File: src/logic/wdt_status_pkg.sv
// Constants and types for the watchdog second status register
package wdt_status_pkg;
    localparam logic [7:0]  STATUS_OFFSET    = 8'h06;
    localparam logic [15:0] STATUS_RESET     = 16'h0000;
    localparam int          INTRUSION_BIT    = 0;
    localparam int          SECOND_TO_BIT    = 1;
    localparam int          BOOT_FAIL_BIT    = 2;
    localparam int          SMI_FLAG_BIT     = 4;
    localparam logic [3:0]  SAFE_MULTIPLIER  = 4'hF;
    localparam int          CLK_PERIOD_NS    = 10;
    localparam int          REBOOT_PULSE_NS  = 1000;
    localparam int          REBOOT_CYCLES    =
        (REBOOT_PULSE_NS + CLK_PERIOD_NS - 1) / CLK_PERIOD_NS;
    localparam int          PULSE_CNT_W      = 8;

    typedef struct packed {
        logic        rd;
        logic        wr;
        logic [7:0]  addr;
        logic [15:0] wdata;
    } reg_req_s;

    typedef enum logic {
        RUN_ST,
        REBOOT_ST
    } reboot_state_e;
endpackage

File: src/logic/watchdog_second_status_reg.sv
// Watchdog second status register with reboot control
`timescale 1ns/1ps
`default_nettype none
module watchdog_second_status_reg
(
    input  wire logic                    ref_clk_i,
    input  wire logic                    rst_i,
    input  wire logic                    rtc_well_reset_n_i,
    input  wire wdt_status_pkg::reg_req_s reg_req_i,
    output logic [15:0]                  reg_rdata_o,
    input  wire logic                    mgmt_link_smi_msg_i,
    input  wire logic                    timer_zero_i,
    input  wire logic                    first_timeout_clear_i,
    input  wire logic                    cpu_first_fetch_i,
    input  wire logic                    no_reboot_i,
    input  wire logic [3:0]              cpu_multiplier_i,
    input  wire logic                    intrusion_pin_i,
    output logic                         first_timeout_o,
    output logic                         pci_bus_reset_n_o,
    output logic [3:0]                   freq_multiplier_o
);
    import wdt_status_pkg::*;

    // ------------------------------------------------------------
    // Decode
    // ------------------------------------------------------------
    function automatic logic hit(input logic [7:0] addr);
        hit = (addr == STATUS_OFFSET);
    endfunction

    logic        wr_hit;
    logic        rd_hit;
    logic [15:0] w1c;
    assign wr_hit = reg_req_i.wr && hit(reg_req_i.addr);
    assign rd_hit = reg_req_i.rd && hit(reg_req_i.addr);
    assign w1c    = wr_hit ? reg_req_i.wdata : 16'h0000;

    // ------------------------------------------------------------
    // Resume-well flags
    // ------------------------------------------------------------
    logic          smi_r, smi_nxt;
    logic          second_r, second_nxt;
    logic          boot_r, boot_nxt;
    logic          first_r, first_nxt;
    logic          first_pulse_r, first_pulse_nxt;
    logic          second_evt;
    logic          second_rise;
    assign second_evt  = timer_zero_i && first_r;
    assign second_rise = second_evt && !second_r;

    always_comb
    begin
        // First expiry arms the second detection
        first_nxt       = first_r;
        first_pulse_nxt = 1'b0;
        if (first_timeout_clear_i)
            first_nxt = 1'b0;
        if (timer_zero_i && !first_r)
        begin
            first_nxt       = 1'b1;
            first_pulse_nxt = 1'b1;
        end
        smi_nxt = (smi_r && !w1c[SMI_FLAG_BIT]) || mgmt_link_smi_msg_i;
        second_nxt = (second_r && !w1c[SECOND_TO_BIT]) || second_evt;
        boot_nxt = (boot_r && !w1c[BOOT_FAIL_BIT])
                   || (second_rise && !cpu_first_fetch_i);
    end

    // Only the resume-well reset clears these; no PCI reset input
    always_ff @(posedge ref_clk_i or posedge rst_i)
    begin
        if (rst_i)
        begin
            smi_r         <= STATUS_RESET[SMI_FLAG_BIT];
            second_r      <= STATUS_RESET[SECOND_TO_BIT];
            boot_r        <= STATUS_RESET[BOOT_FAIL_BIT];
            first_r       <= 1'b0;
            first_pulse_r <= 1'b0;
        end
        else
        begin
            smi_r         <= smi_nxt;
            second_r      <= second_nxt;
            boot_r        <= boot_nxt;
            first_r       <= first_nxt;
            first_pulse_r <= first_pulse_nxt;
        end
    end
    assign first_timeout_o = first_pulse_r;

    // ------------------------------------------------------------
    // RTC-well intrusion flag
    // ------------------------------------------------------------
    logic [2:0] intr_sync_r, intr_sync_nxt;
    logic       intr_lvl_r, intr_lvl_nxt;
    logic       intr_r, intr_nxt;

    always_comb
    begin
        intr_sync_nxt = {intr_sync_r[1:0], intrusion_pin_i};
        intr_lvl_nxt  = intr_lvl_r;
        if (intr_sync_r[1] == intr_sync_r[2])
            intr_lvl_nxt = intr_sync_r[2];
        intr_nxt = (intr_r && !w1c[INTRUSION_BIT])
                   || (intr_lvl_nxt && !intr_lvl_r);
    end

    // Only the RTC-well reset reaches this group
    always_ff @(posedge ref_clk_i or negedge rtc_well_reset_n_i)
    begin
        if (!rtc_well_reset_n_i)
        begin
            intr_sync_r <= 3'h0;
            intr_lvl_r  <= 1'b0;
            intr_r      <= STATUS_RESET[INTRUSION_BIT];
        end
        else
        begin
            intr_sync_r <= intr_sync_nxt;
            intr_lvl_r  <= intr_lvl_nxt;
            intr_r      <= intr_nxt;
        end
    end

    // ------------------------------------------------------------
    // Reboot sequencer
    // ------------------------------------------------------------
    reboot_state_e            state_r, state_nxt;
    logic [PULSE_CNT_W-1:0]   cnt_r, cnt_nxt;
    logic                     pci_n_r, pci_n_nxt;
    logic [3:0]               mult_r, mult_nxt;

    always_comb
    begin
        state_nxt = state_r;
        cnt_nxt   = cnt_r;
        pci_n_nxt = 1'b1;
        mult_nxt  = cpu_multiplier_i;
        case (state_r)
            RUN_ST:
            begin
                if (second_rise && !no_reboot_i)
                begin
                    state_nxt = REBOOT_ST;
                    cnt_nxt   = PULSE_CNT_W'(REBOOT_CYCLES - 1);
                    pci_n_nxt = 1'b0;
                    if (boot_nxt)
                        mult_nxt = SAFE_MULTIPLIER;
                end
            end
            REBOOT_ST:
            begin
                if (cnt_r == '0)
                    state_nxt = RUN_ST;
                else
                begin
                    cnt_nxt   = cnt_r - 1'b1;
                    pci_n_nxt = 1'b0;
                    if (boot_r)
                        mult_nxt = SAFE_MULTIPLIER;
                end
            end
            default:
                state_nxt = RUN_ST;
        endcase
    end

    always_ff @(posedge ref_clk_i or posedge rst_i)
    begin
        if (rst_i)
        begin
            state_r <= RUN_ST;
            cnt_r   <= '0;
            pci_n_r <= 1'b1;
            mult_r  <= 4'h0;
        end
        else
        begin
            state_r <= state_nxt;
            cnt_r   <= cnt_nxt;
            pci_n_r <= pci_n_nxt;
            mult_r  <= mult_nxt;
        end
    end
    assign pci_bus_reset_n_o = pci_n_r;
    assign freq_multiplier_o = mult_r;

    // ------------------------------------------------------------
    // Read data
    // ------------------------------------------------------------
    logic [15:0] rdata_r, rdata_nxt;

    always_comb
    begin
        rdata_nxt = 16'h0000;
        if (rd_hit)
        begin
            rdata_nxt[SMI_FLAG_BIT]  = smi_r;
            rdata_nxt[BOOT_FAIL_BIT] = boot_r;
            rdata_nxt[SECOND_TO_BIT] = second_r;
            rdata_nxt[INTRUSION_BIT] = intr_r;
        end
    end

    always_ff @(posedge ref_clk_i or posedge rst_i)
    begin
        if (rst_i)
            rdata_r <= STATUS_RESET;
        else
            rdata_r <= rdata_nxt;
    end
    assign reg_rdata_o = rdata_r;

    // ------------------------------------------------------------
    // Checks
    // ------------------------------------------------------------
    a_smi_set: assert property (@(posedge ref_clk_i) disable iff (rst_i)
        mgmt_link_smi_msg_i |=> smi_r)
        else $error("SMI flag not set");
    a_smi_clear: assert property (@(posedge ref_clk_i) disable iff (rst_i)
        w1c[SMI_FLAG_BIT] && !mgmt_link_smi_msg_i |=> !smi_r)
        else $error("SMI flag not cleared");
    a_boot_set: assert property (@(posedge ref_clk_i) disable iff (rst_i)
        second_rise && !cpu_first_fetch_i |=> boot_r && second_r)
        else $error("Boot flag not set");
    a_boot_clear: assert property (@(posedge ref_clk_i) disable iff (rst_i)
        w1c[BOOT_FAIL_BIT] && !second_rise |=> !boot_r)
        else $error("Boot flag not cleared");
    a_second_set: assert property (@(posedge ref_clk_i) disable iff (rst_i)
        timer_zero_i && first_r |=> second_r)
        else $error("Second timeout not flagged");
    a_first_pulse: assert property (@(posedge ref_clk_i) disable iff (rst_i)
        timer_zero_i && !first_r |=> first_timeout_o)
        else $error("First timeout not pulsed");
    a_second_clear: assert property (@(posedge ref_clk_i) disable iff (rst_i)
        w1c[SECOND_TO_BIT] && !second_evt |=> !second_r)
        else $error("Second timeout not cleared");
    a_reboot_pulse: assert property (@(posedge ref_clk_i) disable iff (rst_i)
        second_rise && !no_reboot_i |=> !pci_bus_reset_n_o [*8])
        else $error("Reboot reset not held");
    a_safe_mult: assert property (@(posedge ref_clk_i) disable iff (rst_i)
        !pci_bus_reset_n_o && $past(boot_nxt) && $past(second_rise)
        |-> freq_multiplier_o == SAFE_MULTIPLIER)
        else $error("Safe multiplier not applied");
    a_intr_hold: assert property (@(posedge ref_clk_i)
        disable iff (!rtc_well_reset_n_i)
        intr_r && !w1c[INTRUSION_BIT] |=> intr_r)
        else $error("Intrusion flag lost");
    a_intr_set: assert property (@(posedge ref_clk_i)
        disable iff (!rtc_well_reset_n_i)
        $rose(intr_lvl_r) |-> intr_r)
        else $error("Intrusion flag not set");
    a_rsvd_zero: assert property (@(posedge ref_clk_i) disable iff (rst_i)
        reg_rdata_o[15:5] == 11'h000 && !reg_rdata_o[3])
        else $error("Reserved bits not zero");
endmodule
`default_nettype wire

File: config.mk
export PLATFORM = sky130hd
export DESIGN_NAME = watchdog_second_status_reg
export DESIGN_NICKNAME = d
export VERILOG_FILES = /design/src/logic/wdt_status_pkg.sv /design/src/logic/watchdog_second_status_reg.sv
export SDC_FILE = /design/constraint.sdc
export NUM_CORES = 1
export LEC_CHECK = 0
export BUFFER_PORTS_ARGS = -buffer_cell sky130_fd_sc_hd__buf_2
export CAP_MARGIN = 20
export CELL_PAD_IN_SITES_DETAIL_PLACEMENT = 0
export CELL_PAD_IN_SITES_GLOBAL_PLACEMENT = 1
export CORE_ASPECT_RATIO = 0.8
export CORE_MARGIN = 1.5
export CORE_UTILIZATION = 30
export DETAILED_ROUTE_END_ITERATION = 10
export HOLD_SLACK_MARGIN = 0.06
export PLACE_DENSITY = 0.75
export SLEW_MARGIN = 20
export SYNTH_ARGS = -nofsm -noshare
export SYNTH_HDL_FRONTEND = slang
export SYNTH_SLANG_ARGS = --single-unit
File: constraint.sdc
create_clock -name ref_clk_i -period 1.7 [get_ports ref_clk_i]
set_clock_uncertainty 0.1 [all_clocks]
set_input_delay 0.34 -clock ref_clk_i [delete_from_list [all_inputs] [get_ports ref_clk_i]]
set_output_delay 0.34 -clock ref_clk_i [all_outputs]
set_load 0.005 [all_outputs]
== Word level (Yosys, flattened, before mapping) ==
Index checks and enable logic that the tools add are counted.
Storage, ports and cells
  bits in registers: 28
  latch bits: 0
  bits in writable memories: 0
  bits in read-only memories: 0
  input port bits: 39
  output and inout port bits: 22
  logic and storage cells: 68
  memories kept: 0
Operators by class
  add/subtract/negate cells: 1
  multipliers: 0
  div/mod/pow operators: 0
  order comparisons: 0
  equal/unequal tests: 4
  shift-type cells: 0
  multiplexer cells: 21
  bitwise gates (word level): 1
  reduce and logical (&&, ||, !) cells: 28
Operators with widths (count)
  $mux W4: 4
  $mux W8: 2
  $pmux W8 S2: 1
  $logic_and A1 B1 Y1: 12
  $logic_not A1 Y1: 9
  $mux W1: 9
  $eq A8 B3 Y1 const B: 1
  $logic_not A8 Y1: 1
  $pmux W4 S2: 1
  $sub A8 B1 Y8 const B: 1
  $mux W5: 1
  $logic_or A1 B1 Y1: 4
  $ne A2 B2 Y1 const B: 2
  $pmux W1 S2: 2
  $mux W3: 1
  $reduce_and A2 Y1: 1
  $reduce_bool A2 Y1: 1
  $eq A1 B1 Y1: 1
  $not A1 Y1: 1

== Longest topological paths before layout ==
  word-level depth: 9
  gate-level depth with buffers: 6
  depth with buffers taken out: 6

== Worst setup path before layout ==
Ideal clock, no wire load.
  kind: register to register
  start point: register cnt_r[0]
  end point: register mult_r[0] (netlist: freq_multiplier_o[0])
  library setup time: 0.131 ns
  arrival time: 1.483 ns
  required time: 1.469 ns
  setup slack: -0.014 ns
  stages on the path, launching flop included: 7
  path through: dfrtp_1 > inv_1 > ha_1 > nor3b_1 > a21oi_1 > a311oi_2 > nand2b_1
On the way
  word-level cells in the longest chain between the ends: 3
Ends and longest elaborated chain
  start, declared: line watchdog_second_status_reg.sv:129  | logic [PULSE_CNT_W-1:0] cnt_r, cnt_nxt;
  start signal, assigned: line watchdog_second_status_reg.sv:180  | cnt_r <= cnt_nxt;
  $logic_not A8 Y1: line watchdog_second_status_reg.sv:153  | if (cnt_r == '0)
  $mux W4: line watchdog_second_status_reg.sv:153
  $pmux W4 S2: line watchdog_second_status_reg.sv:139  | case (state_r)
  net mult_nxt[0]: line watchdog_second_status_reg.sv:131  | logic [3:0] mult_r, mult_nxt;
  end signal, assigned: line watchdog_second_status_reg.sv:182  | mult_r <= mult_nxt;
  end, declared: line watchdog_second_status_reg.sv:131
The timed path passes the listed nets, and every way through them passes these cells.
A chain may end at the register's enable or synchronous reset.

== Final worst setup path ==
  start point: register cnt_r[2]
  end point: register cnt_r[6]
On the way
  word-level cells in the longest chain between the ends: 3
  elaborated cells between the ends (all ways): 6
  those cells by class: 1 x add/sub; 1 x eq/ne; 2 x mux; 2 x reduce/logical
Ends and longest elaborated chain (line)
  $sub A8 B1 Y8 / $logic_not A8 Y1 (equally long branches): watchdog_second_status_reg.sv:157, watchdog_second_status_reg.sv:153
  $mux W8 / $ne A2 B2 Y1 (equally long branches)
  $pmux W8 S2 / $reduce_and A2 Y1 (equally long branches)
Several ways; a longest one is shown, not always the timed one. The select of a mux whose other input is x is not followed.

==> flow_summary.json <==
{
  "p_int_mw": 1.42,
  "ant_nets": 0,
  "initial_core_util_pct": 31.0,
  "path_clk_slew_ns": 0.09,
  "worstRegToRegCells": 5,
  "switchingPower_mw": 0.595,
  "fin_nets": 209,
  "power_frac_seq_pct": 48.4,
  "cap_violations": 0,
  "grt_pass1_vias": 884,
  "yosys.area.top_type_share_pct": 52.8,
  "yosysUniqueCellTypes": 38,
  "rows": 21,
  "grt_pass1_wl_um": 4130,
  "fin_area_mm2": 0.00171,
  "viasPerCell": 4.49,
  "setup_ws_ns": 0.0888,
  "grt_max_degree": 24,
  "syn_area_per_cell_um2": 11.5,
  "n_antenna_cell": 0,
  "final_cells": 224,
  "first_pass_iters": 4,
  "pre_cts_slack_ns": -0.143,
  "tritoncts": "yes",
  "fin_total_pwr_mw": 2.01,
  "crit_chain": "nor4_4 > buf_4 > buf_4 > nand3_1 > a211o_1",
  "vias": 1005,
  "layout_commonest_cell": "buf_2",
  "gp_congestion": 0.814,
  "ys_warn_count": 0,
  "coreArea_mm2": 0.00413,
  "place_area_mm2": 0.00156,
  "hp-class": "in2reg",
  "die_x_um": 76.0,
  "drv_slew": 0,
  "power_switching_share_pct": 29.6,
  "placement.io_buffers": 36,
  "slowest_delay_ns": 0.46,
  "cp-endpoint": "cnt_r[6]",
  "wl_per_cell_um": 11.5,
  "cp_data_arrival_time_ns": 1.67,
  "crit_cells": 5,
  "r2r-end": "cnt_r[6]",
  "grt_usage_pct": 11.0,
  "whs_ns": 0.129,
  "seq_area_frac_synth_pct": 54.9,
  "grt_overflow": 0,
  "clock_sinks": 28,
  "worstSetupPathType": "reg2reg",
  "synth_largest_area_cell": "dfrtp_1",
  "r2r_start": "cnt_r[2]",
  "antenna_found_initial": 0,
  "rrSetupSlack_ns": 0.09,
  "clockBufferDepth": 2,
  "startpoint_type": "flip-flop",
  "wl_um": 2580,
  "layout_common_cells": "36 x buf_2, 27 x dfrtp_1, 15 x buf_4",
  "fillers": 411,
  "finalSetupViolCount": 0,
  "numCtsBuffers": 3,
  "htree_levels": 1,
  "worstPathMaxFanout": 5,
  "ioPinCount": 61,
  "critical_path_required_ns": 1.76,
  "first_iter_violations": 42,
  "dieArea_mm2": 0.00467,
  "outcome": "finished, final reports clean",
  "cpMaxStageDelayCell": "dfrtp_1",
  "ys_top_cells_by_area": "dfrtp_1 53%, buf_4 7.0%, and3_1 2.4%, nand2b_1 2.4%, nor2_1 2.3%",
  "period_share_pct": 94.8,
  "finalHoldViolations": 0,
  "powerDensity_mw_per_mm2": 1180,
  "place_inst": 213,
  "insertion_delay_ns": 0.27,
  "peakVddDrop_uv": 351,
  "die_height_um": 61.4,
  "synth-seq-cells": 28,
  "syn_inst": 111,
  "combPwrFrac_pct": 26.1,
  "leakage_nw": 0.849,
  "drc": 0,
  "layout-drive-gt1-share_pct": 39.5,
  "end_kind": "flip-flop",
  "cp_num_buf_inv": 2,
  "max_freq_ghz": 0.621,
  "synth_area_mm2": 0.00128,
  "crit_path_frequent_cell": "buf_4",
  "crit_family": "flip-flops",
  "clkPwrFrac_pct": 25.5,
  "dp_hpwl_um": 2000,
  "clockRootBuffer": "clkbuf_8",
  "synthToLayoutAreaGrowth_pct": 33.8,
  "min_period_ns": 1.61,
  "cp-startpoint": "cnt_r[2]"
}
## cell type report
type,count,area [um^2],share of cell area (%)
Clock buffer,3,41.3,2.41
Clock inverter,1,30.0,1.76
Inverter,4,15.0,0.878
Multi-Input combinational cell,77,528,30.9
Sequential cell,28,702,41.0
Tap cell,57,71.3,4.17
Timing Repair Buffer,54,323,18.9
## registers in the layout, summed over array words and instances (netlist names)
| signal | cells |
|---|---|
| intr_sync_r | 3 |
| first_timeout_o | 1 |
| boot_r | 1 |
| second_r | 1 |
| state_r | 1 |
| cnt_r | 8 |
| pci_bus_reset_n_o | 1 |
| intr_lvl_r | 1 |
| freq_multiplier_o | 4 |
| intr_r | 1 |
| smi_r | 1 |
| reg_rdata_o | 4 |
| first_r | 1 |
## how the worst min path moves through the flow
stage,start,to,cells after the start
after floorplan,rtc_well_reset_n_i,intr_lvl_r,0
after detailed placement,rtc_well_reset_n_i,intr_sync_r[0],1
after global routing,first_timeout_clear_i,first_r,2
final,first_timeout_clear_i,first_r,2
after CTS,intrusion_pin_i,intr_sync_r[0],1
after global placement,rtc_well_reset_n_i,intr_sync_r[0],1
## what timing repair did
item                       in CTS  in global routing
hold buffers                    2                  1
hold endpoints to repair       27                  1
setup buffers                   0                  4
resized for setup               0                  5
setup endpoints to repair       0                  9
## worst register-to-register path, cell delays in order, from the launching register on
cell,delay [ns]
dfrtp_1,0.46
nor4_4,0.26
buf_4,0.18
buf_4,0.11
nand3_1,0.09
a211o_1,0.30
## cells by family after synthesis
kind of cell             count (synthesis)  share of synthesized area [%]
AO/OA/AOI/OAI                           15                           8.81
XOR/XNOR                                 2                           1.37
adder cells (fa/ha/maj)                  3                           2.74
buffers and inverters                   17                           8.61
flip-flops                              28                           54.9
multiplexers                             2                           1.57
other                                    1                          0.293
AND/OR/NAND/NOR                         43                           21.7
## power groups by stage
stage	combinational (mW)	sequential, mW	clock (mW)
floorplan	0.305	0.950	0
global placement	0.475	0.963	0
detailed placement	0.491	0.977	0
CTS	0.499	0.964	0.531
global route	0.587	0.992	0.568
finish	0.525	0.974	0.514
## cells in the mapped netlist, drive strengths merged
library cell,n
and4b,2
nand3b,1
a21oi,6
mux2i,2
a311oi,1
nor3b,1
nor4,2
a211o,1
nor3,2
xnor2,2
ha,2
a22o,1
nand3,4
a31oi,1
or4b,1
nor2b,2
and3,5
maj3,1
and2,1
nand4,1
conb,1
nand4b,1
buf,13
dfrtp,27
nand2,5
a211oi,2
nor4b,2
o2bb2ai,2
nor2,8
nand2b,5
dfstp,1
inv,4
a21o,1
## metal layers
metal	share of wire [%]	up-vias	track usage [%]
met3	5.0	2	1.78
li1	-	481	-
met2	45	38	17.0
met1	49	484	16.6
met4	0.43	0	2.38
met5	0	-	0
## per-stage QoR
stage | TNS (ns) | utilization, %
finish | 0 | 41.5
global route | -0.00747 | 41.5
CTS | 0 | 40.1
detailed placement | -0.549 | 37.9
global placement | -0.357 | 37.9
floorplan | 0 | -
Power figures use the tool's default switching activity.
